**config.mk**
```make
export PLATFORM = sky130hd
export DESIGN_NAME = ncocal_regs
export DESIGN_NICKNAME = d
export VERILOG_FILES = /design/src/ncocal_pkg.sv /design/src/ncocal_nco.sv /design/src/ncocal_regs.sv
export SDC_FILE = /design/constraint.sdc
export NUM_CORES = 2
export LEC_CHECK = 0
export BUFFER_PORTS_ARGS = -buffer_cell sky130_fd_sc_hd__buf_2
export CAP_MARGIN = 20
export CORE_AREA = 10 10 296 298
export CTS_CLUSTER_SIZE = 16
export DETAILED_ROUTE_END_ITERATION = 10
export DIE_AREA = 0 0 306 308
export HOLD_SLACK_MARGIN = 0.15
export SYNTH_ARGS = -nofsm -noshare
export SYNTH_HDL_FRONTEND = slang
export SYNTH_SLANG_ARGS = --single-unit
```
**constraint.sdc**
```tcl
create_clock -name clock -period 11.3 [get_ports clock]
set_input_delay 2.26 -clock clock [delete_from_list [all_inputs] [get_ports clock]]
set_output_delay 2.26 -clock clock [all_outputs]
set_load 0.01 [all_outputs]
```
**src/ncocal_pkg.sv**
```systemverilog
`default_nettype none
package ncocal_pkg;
    // Register word indices; byte address is four times the index
    localparam logic [9:0]  IDX_REV       = 10'h297;
    localparam logic [9:0]  IDX_CAL_EN    = 10'h2B0;
    localparam logic [9:0]  IDX_CAL_CFG   = 10'h2B1;
    localparam logic [9:0]  IDX_CAL_RES   = 10'h2B2;
    localparam logic [9:0]  IDX_MAN_DLY   = 10'h2B5;
    localparam logic [9:0]  IDX_RAMP      = 10'h2B8;
    localparam logic [9:0]  IDX_CAL_HI    = 10'h2BF;
    localparam logic [9:0]  IDX_FREQ      = 10'h300;
    localparam logic [9:0]  IDX_PHASE     = 10'h308;
    localparam logic [9:0]  IDX_IRQ_STAT  = 10'h310;
    localparam logic [9:0]  IDX_IRQ_MASK  = 10'h311;
    localparam logic [9:0]  IDX_PRESET    = 10'h312;

    // Reset values
    localparam logic [7:0]  RST_CAL_EN    = 8'h00;
    localparam logic [7:0]  RST_CAL_CFG   = 8'h05;
    localparam logic [23:0] RST_MAN_DLY   = 24'h000000;
    localparam logic [7:0]  RST_RAMP      = 8'h00;
    localparam logic [31:0] RST_FREQ      = 32'hC0000000;
    localparam logic [15:0] RST_PHASE     = 16'h0000;
    localparam logic [3:0]  RST_PRESET    = 4'h0;
    // Arbitrary revision value
    localparam logic [4:0]  REV_ID        = 5'h0A;

    // Field positions and widths
    localparam int          CAL_EN_BIT    = 0;
    localparam int          RES_DONE_BIT  = 17;
    localparam int          DLY_W         = 17;
    localparam int          N_OSC         = 8;
    localparam int          EV_FREQ       = 0;
    localparam int          EV_CAL_DONE   = 1;
    localparam int          EV_CAL_BUSY   = 2;
    localparam int          EV_W          = 3;

    typedef enum logic {NCOCAL_IDLE, NCOCAL_ACK} ncocal_bus_t;

    // Byte-lane merge of write data into an old word
    function automatic logic [31:0] ncocal_merge(input logic [31:0] old_v,
                                                 input logic [31:0] wd,
                                                 input logic [3:0]  be);
        logic [31:0] r;
        r = old_v;
        for (int i = 0; i < 4; i++) begin
            if (be[i]) begin
                r[i*8 +: 8] = wd[i*8 +: 8];
            end
        end
        return r;
    endfunction : ncocal_merge
endpackage : ncocal_pkg
`default_nettype wire

```
**src/ncocal_nco.sv**
```systemverilog
`timescale 1ns/1ps
`default_nettype none
module ncocal_nco
    import ncocal_pkg::*;
(
    input  wire logic        clock,
    input  wire logic        reset_n,
    input  wire logic        clk_en,
    input  wire logic        resync,
    input  wire logic [31:0] freq_word,
    input  wire logic [15:0] phase_word,
    output var  logic [31:0] phase_out
);
    logic [31:0] acc_r;
    logic [31:0] acc_nxt;
    logic [31:0] phase_r;
    logic [31:0] phase_nxt;

    always_comb begin
        // Link re-initialisation restores a known phase
        acc_nxt   = resync ? 32'h00000000 : acc_r + freq_word;
        // Offset sits in the upper half; modular add serves signed and unsigned alike
        phase_nxt = acc_r + {phase_word, 16'h0000};
    end

    always_ff @(posedge clock) begin
        if (!reset_n) begin
            acc_r   <= 32'h00000000;
            phase_r <= 32'h00000000;
        end else if (clk_en) begin
            acc_r   <= acc_nxt;
            phase_r <= phase_nxt;
        end
    end

    assign phase_out = phase_r;
endmodule : ncocal_nco
`default_nettype wire

```
**src/ncocal_regs.sv**
```systemverilog
`timescale 1ns/1ps
`default_nettype none
module ncocal_regs
    import ncocal_pkg::*;
(
    input  wire logic             clock,
    input  wire logic             reset_n,
    input  wire logic             clk_en,
    input  wire logic [11:0]      avs_address,
    input  wire logic             avs_read,
    input  wire logic             avs_write,
    input  wire logic [31:0]      avs_writedata,
    input  wire logic [3:0]       avs_byteenable,
    output var  logic [31:0]      avs_readdata,
    output var  logic             avs_waitrequest,
    input  wire logic             jesd_link_running,
    input  wire logic             nco_resync,
    input  wire logic             adc_cal_busy,
    input  wire logic             cal_done_in,
    input  wire logic [DLY_W-1:0] cal_delay_in,
    output var  logic             cal_start,
    output var  logic [7:0]       cal_config,
    output var  logic [7:0]       delay_ramp,
    output var  logic [DLY_W-1:0] aperture_delay,
    output var  logic [31:0]      osc_phase_a,
    output var  logic [31:0]      osc_phase_b,
    output var  logic             irq
);
    ncocal_bus_t       bus_st_r, bus_st_nxt;
    logic              wait_r, wait_nxt;
    logic [31:0]       rdata_r, rdata_nxt;
    logic [31:0]       freq_r   [N_OSC];
    logic [31:0]       freq_nxt [N_OSC];
    logic [15:0]       phase_r  [N_OSC];
    logic [15:0]       phase_nxt[N_OSC];
    logic [7:0]        en_r, en_nxt;
    logic [7:0]        cfg_r, cfg_nxt;
    logic [23:0]       man_r, man_nxt;
    logic [7:0]        ramp_r, ramp_nxt;
    logic [3:0]        preset_r, preset_nxt;
    logic [EV_W-1:0]   stat_r, stat_nxt;
    logic [EV_W-1:0]   mask_r, mask_nxt;
    logic              irq_r, irq_nxt;
    logic              prev_en_r, prev_en_nxt;
    logic              start_r, start_nxt;
    logic              run_r, run_nxt;
    logic              done_r, done_nxt;
    logic [DLY_W-1:0]  res_r, res_nxt;
    logic [DLY_W-1:0]  dly_r, dly_nxt;
    logic [9:0]        idx;
    logic              wr_go;
    logic              cal_en;
    logic [EV_W-1:0]   ev;

    assign idx    = avs_address[11:2];
    assign cal_en = en_r[CAL_EN_BIT];
    // A write commits only at the edge where the master sees waitrequest low
    assign wr_go  = (bus_st_r == NCOCAL_ACK) && avs_write;

    // Bus slave: one wait cycle, then a one-cycle answer
    always_comb begin
        bus_st_nxt = bus_st_r;
        wait_nxt   = 1'b1;
        rdata_nxt  = rdata_r;
        unique case (bus_st_r)
            NCOCAL_IDLE: begin
                if (avs_read || avs_write) begin
                    bus_st_nxt = NCOCAL_ACK;
                    wait_nxt   = 1'b0;
                    rdata_nxt  = 32'h00000000;
                    if (avs_read) begin
                        if (idx[9:3] == IDX_FREQ[9:3]) begin
                            rdata_nxt = freq_r[idx[2:0]];
                        end else if (idx[9:3] == IDX_PHASE[9:3]) begin
                            rdata_nxt = {16'h0000, phase_r[idx[2:0]]};
                        end else begin
                            // Reserved and unmapped words read zero
                            unique case (idx)
                                IDX_REV:      rdata_nxt = {27'h0000000, REV_ID};
                                IDX_CAL_EN:   rdata_nxt = {24'h000000, en_r};
                                IDX_CAL_CFG:  rdata_nxt = {24'h000000, cfg_r};
                                IDX_CAL_RES:  rdata_nxt = {14'h0000, done_r, res_r};
                                IDX_MAN_DLY:  rdata_nxt = {8'h00, man_r};
                                IDX_RAMP:     rdata_nxt = {24'h000000, ramp_r};
                                IDX_IRQ_STAT: rdata_nxt = {29'h00000000, stat_r};
                                IDX_IRQ_MASK: rdata_nxt = {29'h00000000, mask_r};
                                IDX_PRESET:   rdata_nxt = {28'h0000000, preset_r};
                                default:      rdata_nxt = 32'h00000000;
                            endcase
                        end
                    end
                end
            end
            NCOCAL_ACK: begin
                bus_st_nxt = NCOCAL_IDLE;
            end
        endcase
    end

    // Software-written registers
    always_comb begin
        en_nxt     = en_r;
        cfg_nxt    = cfg_r;
        man_nxt    = man_r;
        ramp_nxt   = ramp_r;
        preset_nxt = preset_r;
        mask_nxt   = mask_r;
        for (int i = 0; i < N_OSC; i++) begin
            freq_nxt[i]  = freq_r[i];
            phase_nxt[i] = phase_r[i];
        end
        if (wr_go) begin
            if (idx[9:3] == IDX_FREQ[9:3]) begin
                freq_nxt[idx[2:0]] = ncocal_merge(freq_r[idx[2:0]], avs_writedata, avs_byteenable);
            end else if (idx[9:3] == IDX_PHASE[9:3]) begin
                phase_nxt[idx[2:0]] = 16'(ncocal_merge({16'h0000, phase_r[idx[2:0]]},
                                                       avs_writedata, avs_byteenable));
            end else begin
                unique case (idx)
                    IDX_CAL_EN:   en_nxt     = 8'(ncocal_merge({24'h000000, en_r},
                                                               avs_writedata, avs_byteenable));
                    IDX_CAL_CFG:  cfg_nxt    = 8'(ncocal_merge({24'h000000, cfg_r},
                                                               avs_writedata, avs_byteenable));
                    IDX_MAN_DLY:  man_nxt    = 24'(ncocal_merge({8'h00, man_r},
                                                                avs_writedata, avs_byteenable));
                    IDX_RAMP:     ramp_nxt   = 8'(ncocal_merge({24'h000000, ramp_r},
                                                               avs_writedata, avs_byteenable));
                    IDX_IRQ_MASK: mask_nxt   = EV_W'(ncocal_merge({29'h00000000, mask_r},
                                                                  avs_writedata, avs_byteenable));
                    IDX_PRESET:   preset_nxt = 4'(ncocal_merge({28'h0000000, preset_r},
                                                               avs_writedata, avs_byteenable));
                    default:      ;
                endcase
            end
        end
    end

    // Calibration sequencing and delay selection
    always_comb begin
        prev_en_nxt = cal_en;
        // Only a fresh 0-to-1 change starts a sequence
        start_nxt   = cal_en && !prev_en_r;
        run_nxt     = run_r;
        done_nxt    = done_r;
        res_nxt     = res_r;
        if (start_r) begin
            run_nxt  = 1'b1;
            done_nxt = 1'b0;
        end else if (run_r && cal_done_in) begin
            run_nxt  = 1'b0;
            done_nxt = 1'b1;
            res_nxt  = cal_delay_in;
        end
        if (!en_nxt[CAL_EN_BIT]) begin
            // Cleared at the edge that clears the enable, so complete never reads 1 disabled
            run_nxt  = 1'b0;
            done_nxt = 1'b0;
        end
        // Manual delay when disabled, calibrated result when enabled
        dly_nxt = cal_en ? res_r : man_r[DLY_W-1:0];
    end

    // Sticky events; a new event wins over a same-cycle clear
    always_comb begin
        ev = '0;
        // Frequency change on a live link leaves the phase undefined
        ev[EV_FREQ]     = wr_go && (idx[9:3] == IDX_FREQ[9:3]) && jesd_link_running;
        ev[EV_CAL_DONE] = run_r && cal_done_in && cal_en;
        // Host should not start while converter calibration runs; flag it
        ev[EV_CAL_BUSY] = start_r && adc_cal_busy;
        stat_nxt = stat_r;
        if (wr_go && idx == IDX_IRQ_STAT && avs_byteenable[0]) begin
            stat_nxt = stat_r & ~avs_writedata[EV_W-1:0];
        end
        stat_nxt = stat_nxt | ev;
        irq_nxt  = |(stat_r & mask_r);
    end

    always_ff @(posedge clock) begin
        if (!reset_n) begin
            bus_st_r  <= NCOCAL_IDLE;
            wait_r    <= 1'b1;
            rdata_r   <= 32'h00000000;
            en_r      <= RST_CAL_EN;
            cfg_r     <= RST_CAL_CFG;
            man_r     <= RST_MAN_DLY;
            ramp_r    <= RST_RAMP;
            preset_r  <= RST_PRESET;
            mask_r    <= '0;
            stat_r    <= '0;
            irq_r     <= 1'b0;
            prev_en_r <= 1'b0;
            start_r   <= 1'b0;
            run_r     <= 1'b0;
            done_r    <= 1'b0;
            res_r     <= '0;
            dly_r     <= '0;
            for (int i = 0; i < N_OSC; i++) begin
                freq_r[i]  <= RST_FREQ;
                phase_r[i] <= RST_PHASE;
            end
        end else if (clk_en) begin
            bus_st_r  <= bus_st_nxt;
            wait_r    <= wait_nxt;
            rdata_r   <= rdata_nxt;
            en_r      <= en_nxt;
            cfg_r     <= cfg_nxt;
            man_r     <= man_nxt;
            ramp_r    <= ramp_nxt;
            preset_r  <= preset_nxt;
            mask_r    <= mask_nxt;
            stat_r    <= stat_nxt;
            irq_r     <= irq_nxt;
            prev_en_r <= prev_en_nxt;
            start_r   <= start_nxt;
            run_r     <= run_nxt;
            done_r    <= done_nxt;
            res_r     <= res_nxt;
            dly_r     <= dly_nxt;
            for (int i = 0; i < N_OSC; i++) begin
                freq_r[i]  <= freq_nxt[i];
                phase_r[i] <= phase_nxt[i];
            end
        end
    end

    // Path A uses presets 0-3, path B presets 4-7
    ncocal_nco u_nco_a (
        .clock      (clock),
        .reset_n    (reset_n),
        .clk_en     (clk_en),
        .resync     (nco_resync),
        .freq_word  (freq_r[{1'b0, preset_r[1:0]}]),
        .phase_word (phase_r[{1'b0, preset_r[1:0]}]),
        .phase_out  (osc_phase_a)
    );

    ncocal_nco u_nco_b (
        .clock      (clock),
        .reset_n    (reset_n),
        .clk_en     (clk_en),
        .resync     (nco_resync),
        .freq_word  (freq_r[{1'b1, preset_r[3:2]}]),
        .phase_word (phase_r[{1'b1, preset_r[3:2]}]),
        .phase_out  (osc_phase_b)
    );

    assign avs_readdata    = rdata_r;
    assign avs_waitrequest = wait_r;
    assign cal_start       = start_r;
    assign cal_config      = cfg_r;
    assign delay_ramp      = ramp_r;
    assign aperture_delay  = dly_r;
    assign irq             = irq_r;
endmodule : ncocal_regs
`default_nettype wire

```
; ---- After elaboration in Yosys (flattened, before gate mapping)
; Memory sizes are Yosys's and may differ from the RTL's. A register that Yosys moved wholly into a read port is not among the register bits.
; Cells that the tools add are included.
[word_totals]
in_bits = 74
mem_bits_rw = 384
memories = 2
reg_bits = 259
elab_cells = 175
out_inout_bits = 132
[memory_table]
columns = memory, words, word_bits, read_ports, rd_ports_with_merged_regs, wr, line
row1 = freq_r, 8, 32, 11, 2, 8, ncocal_regs.sv:32  ; logic [31:0] freq_r [N_OSC];
row2 = phase_r, 8, 16, 11, 2, 8, ncocal_regs.sv:34  ; logic [15:0] phase_r [N_OSC];
[op_classes]
n_bitwise = 25
n_mux = 82
eq_ne = 12
magnitude_cmp = 2
n_addsub = 4
n_reduce_logical = 24
[op_table]
columns = op, count
row1 = 2-to-1 mux 256 bit, 2
row2 = 2-to-1 mux 32 bit, 13
row3 = 2-to-1 mux 128 bit, 3
row4 = bitwise mux 256 bit, 1
row5 = case mux 24 bit (9 select lines), 1
row6 = 2-to-1 mux 8 bit, 20
row7 = 2-to-1 mux 16 bit, 9
row8 = adder 32 bit, 4
row9 = bitwise mux 128 bit, 1
row10 = demux 32 bit (select 3 bit), 1
row11 = == test 10 bit (second input constant), 9
row12 = demux 16 bit (select 3 bit), 1
row13 = AND reduction 6 bit, 8
row14 = 2-to-1 mux 3 bit, 9
row15 = 2-to-1 mux 24 bit, 1
row16 = 2-to-1 mux 1 bit, 18
row17 = 2-to-1 mux 17 bit, 1
row18 = bitwise OR 1 bit, 16
row19 = == test 7 bit (second input constant), 2
row20 = logical AND 1 bit, 10
row21 = AND 3 bit, 2
row22 = AND reduction 3 bit, 2
row23 = greater-or-equal comparator 4 bit (second input constant), 1
row24 = less-than comparator 4 x 1 -> 1 bit (second input constant), 1
row25 = 10 further kinds, 13

; ---- Longest topological paths before layout
[logic_depth]
word_depth = 10
ltp_mapped = 14
depth_no_buf = 13

; ---- Cells and area by module
; A second synthesis with hierarchy kept.
[hier_totals]
hier_cells = 3644
area_unflattened_um2 = 37254.5
[modules_own_cells]
columns = module, seq_area_each_um2, n_inst, cells_each, area_each_um2
row1 = ncocal_regs, 14233.7, 1, 2552, 28142.0
row2 = ncocal_nco at u_nco_a, 1281.2, 1, 558, 4683.2
row3 = ncocal_nco at u_nco_b, 1281.2, 1, 534, 4429.2

; ---- Least setup slack after synthesis
; No wires, ideal clock.
[synth_path]
path_type = in2reg
startpoint = input avs_address[9]
endpoint = memory phase_r[0][0], enable pin
arrival_ns = 9.774
path_slack_ns = 0.843
stages = 4
setup_time_ns = 0.683
path_buffers = 0
required_ns = 10.617
cell_sequence = nand4bb_1 nor3_1 nand2_1 o21ai_0
[synth_rtl]
columns = element, line
row1 = from (decl), ncocal_regs.sv:9  ; input wire logic [11:0] avs_address,
row2 = to (decl), ncocal_regs.sv:34

; ---- Worst setup path after layout
[layout_path]
startpoint = input avs_address[3]
endpoint = register rdata_r[9], in the netlist avs_readdata[9]
[layout_via]
elab_chain_len = 5
elab_cells_between_ends = 15
classes_between = 9 x eq/ne / 4 x mux / 2 x memory
[layout_rtl]
columns = element, line
row1 = == test 10 bit, ncocal_regs.sv:78  ; unique case (idx)
row2 = case mux 24 bit (9 select lines), ncocal_regs.sv:78
row3 = 2-to-1 mux 24 bit, ncocal_regs.sv:74  ; end else if (idx[9:3] == IDX_PHASE[9:3]) begin
row4 = 2-to-1 mux 32 bit (*), ncocal_regs.sv:72  ; if (idx[9:3] == IDX_FREQ[9:3]) begin
row5 = 2-to-1 mux 32 bit (*), ncocal_regs.sv:71  ; if (avs_read) begin
row6 = to (signal assigned), ncocal_regs.sv:205  ; rdata_r <= rdata_nxt;
row7 = to (decl), ncocal_regs.sv:31  ; logic [31:0] rdata_r, rdata_nxt;
; Every way passes the cells marked *; elsewhere a longest branch is shown, timed or not.
; A chain may end at the register's enable or synchronous reset.

==> flow_summary.json <==
{
  "outcome": "finished, final reports clean",
  "min_from": "avs_readdata[23]",
  "cts_num_sinks": 647,
  "ys_seq_area_frac": 0.460,
  "setup_tns_ps": 0,
  "critPathMaxStageDelay_ps": 790,
  "tightest_slew_ps": 1230,
  "drt_pre_antenna_iters": 6,
  "drt_iter0_drc": 3685,
  "synthTopCellsByArea": "edfxtp_1 (32%), dfxtp_1 (14%), mux4_2 (12%), nand2_1 (9.8%), a21oi_1 (6.6%)",
  "timing.rr.end": "u_nco_a.acc_r[30]",
  "start_util": 0.448,
  "ant_nets": 0,
  "drv_cap": 0,
  "route.detailed.drc": 0,
  "reg2reg_slack_ps": 6540,
  "ys_async_sr_fraction": 0,
  "insertion_delay_ps": 640,
  "hold_end": "avs_readdata[23]",
  "grt_use_met2": 0.405,
  "multiInputGateArea_sq_um": 18700,
  "finalWorstSetupSlack_ps": 5550,
  "syn-num-nets": 3873,
  "clockRootBuffer": "clkbuf_16",
  "finalHoldViolCount": 0,
  "critical-path-top-delay-family": "buffers and inverters",
  "final_util": 0.501,
  "worstPathCellList": "buf_4 -> buf_4 -> buf_4 -> mux4_2 -> mux2_2 -> nand2_1 -> o21ai_0 -> a222oi_1 -> nor2_1 -> a21oi_1 -> nor2_1",
  "cp_common_cell": "buf_4",
  "rows": 105,
  "cts_made_buffers": 77,
  "setup_viol": 0,
  "area_growth_pct": 11.8,
  "postSynthAreaPerCell_sq_um": 9.86,
  "num_io_pins": 206,
  "synth_most_common_cell": "nand2_1",
  "min_period_over_period": 0.509,
  "fill_cells": 7511,
  "critical_path_class": "in -> reg",
  "worstPathMaxFanout": 44,
  "cts_setup_buffers": 0,
  "dominantRegCellSynth": "edfxtp_1",
  "grt_util_all_layers": 0.264,
  "grt-ovfl-total": 0,
  "coreArea_sq_um": 81600,
  "synth_xor_area_frac": 0.0170,
  "yosysTopAreaCell": "edfxtp_1",
  "grt_pass1_vias": 28900,
  "gp_congestion": 0.913,
  "period_minus_slack_ps": 5750,
  "synth.cell_area_sq_um": 36500,
  "cts_buffer_depth": 3,
  "busiest_layer": "met2",
  "met3_usage": 0.0565,
  "skew_ps": 25.6,
  "placed_area_sq_um": 38400,
  "synth_edf_count": 384,
  "synthSimpleGateAreaFrac": 0.154,
  "cp-start-kind": "primary input",
  "hold_ws_ps": 452,
  "worstPathArrival_ps": 6230,
  "yosys_warnings": 0,
  "fin_nets": 3930,
  "place_ws_ps": 5070,
  "syn_inst": 3703,
  "achievable-frequency_ghz": 0.174,
  "cts_resized": 0,
  "synth_top_area_frac": 0.316,
  "path_clk_slew_ps": 50,
  "final_max_slew_viol_count": 0,
  "grt_max_degree": 201,
  "seqCellArea_sq_um": 16800,
  "timing.slew.headroom": 0.181,
  "port_buffers": 203,
  "cts_hold_buf": 0,
  "grt_setup_unrepaired": "false",
  "num_vias": 30300,
  "synth_compound_area_frac": 0.139,
  "grt_pass1_wl_um": 190000,
  "synth_top_family_by_area": "multiplexers",
  "power.density_nw_per_um2": 144,
  "hold_depth": 2,
  "cp.required_ps": 11780,
  "ys_types": 80,
  "peakVddDrop_uv": 121,
  "dieArea_sq_um": 94200,
  "die_x_um": 306,
  "reg2reg_depth": 11,
  "crit_buf_inv": 3,
  "end_kind": "flip-flop",
  "use_met1": 0.364,
  "finalWirelength_um": 128000,
  "cp_slowest_cell": "buf_4",
  "antenna_found_initial": 7,
  "synth_adder_area_share": 0.0337,
  "synth_seq_cells": 647,
  "muxShareOfSynthArea": 0.164,
  "layout-drive-gt1-share": 0.171,
  "die_h_um": 308,
  "stdcell_area_sq_um": 40800,
  "wl_per_cell_um": 26.2,
  "cts_tree": "yes",
  "synth.top_cells.by_count": "nand2_1 (950), a21oi_1 (483), edfxtp_1 (384)",
  "hp-class": "reg -> reg",
  "h-tree-depth": 3,
  "power_leakage_nw": 15.5,
  "viasPerCell": 6.18,
  "dpl.hpwl_um": 82300
}
==> worst max-delay path by stage <==
stage	startpoint	endpoint	slack, ps	cells past startpoint
finish	avs_address[3]	avs_readdata[9]	5550	11
global route	avs_address[2]	man_r[14]	5430	9
global placement	avs_address[3]	avs_readdata[9]	5050	11
detailed placement	avs_address[3]	avs_readdata[9]	5070	11
CTS	avs_address[3]	avs_readdata[9]	5730	11
floorplan	avs_address[9]	phase_r[0][0]	840	4
==> metal layers <==
| layer | up-vias | share of wire |
|---|---|---|
| met2 | 1562 | 0.44 |
| met5 | - | 0.00061 |
| met4 | 12 | 0.036 |
| li1 | 13600 | - |
| met3 | 238 | 0.099 |
| met1 | 14900 | 0.42 |
==> sequential cells by signal (all words and copies together), names as in the netlist, 8 cells and up, named ones only <==
name	count
u_nco_a.phase_out	32
avs_readdata	32
cal_config	8
delay_ramp	8
freq_r	256
res_r	17
u_nco_b.phase_out	32
en_r	8
aperture_delay	17
phase_r	128
u_nco_a.acc_r	32
u_nco_b.acc_r	32
man_r	24
==> final cells by class <==
cell class / count / area share
flip-flops and latches: 647 / 0.412
multi-input cells: 2754 / 0.458
clock buffers: 109 / 0.0523
inverters: 34 / 0.00331
repair buffers: 246 / 0.0347
diodes: 1 / 0.0000613
well taps: 1070 / 0.0328
clock inverters: 34 / 0.00702
==> per-stage QoR <==
step | std cells | power (mW)
after CTS | 4894 | 5.90
after global routing | 4894 | 6.06
after detailed placement | 4751 | 3.49
final | 4895 | 5.89
after global placement | 4750 | 3.47
after floorplan | 3703 | 3.22
==> cell families (layout without fill, tap and decap cells) <==
| logic type | after synthesis | after routing |
|---|---|---|
| AO/OA/AOI/OAI | 851 | 851 |
| XOR/XNOR | 71 | 71 |
| AND/OR/NAND/NOR | 1382 | 1382 |
| adder cells (fa/ha/maj) | 96 | 96 |
| buffers and inverters | 302 | 423 |
| other | 0 | 1 |
| multiplexers | 354 | 354 |
| flip-flops | 647 | 647 |
==> where the power goes <==
part / internal, mW / leakage, nW / switching, mW
Clock: 1.38 / 1.19 / 1.06
Sequential: 2.62 / 6.04 / 0.0736
Combinational: 0.262 / 8.24 / 0.498
==> tightest hold or removal path: cells and delay by family (launching register included) <==
family / cells / cell delay [ps]
flip-flops: 1 / 300
AND/OR/NAND/NOR: 1 / 50
AO/OA/AOI/OAI: 1 / 50
==> placed cells by master (no fill, tap or decap), types with 14 or more instances in the layout <==
master     instances
nand3_1           40
nor2_1           243
edfxtp_1         384
xor2_1            32
buf_4             40
clkbuf_1          23
a211oi_1          35
a22o_1            18
inv_1             33
mux4_2           192
mux2_2            49
buf_2            199
nand2b_1          17
mux2i_1          113
a21o_1            34
a22oi_1           32
dfxtp_1          259
clkinv_2          14
xnor2_1           39
clkbuf_16         77
o211ai_1          24
o21ai_0          103
a222oi_1          14
a21oi_1          483
and2_1            17
nand2_1          948
ha_1              92
(Power assumes the default switching activity.)
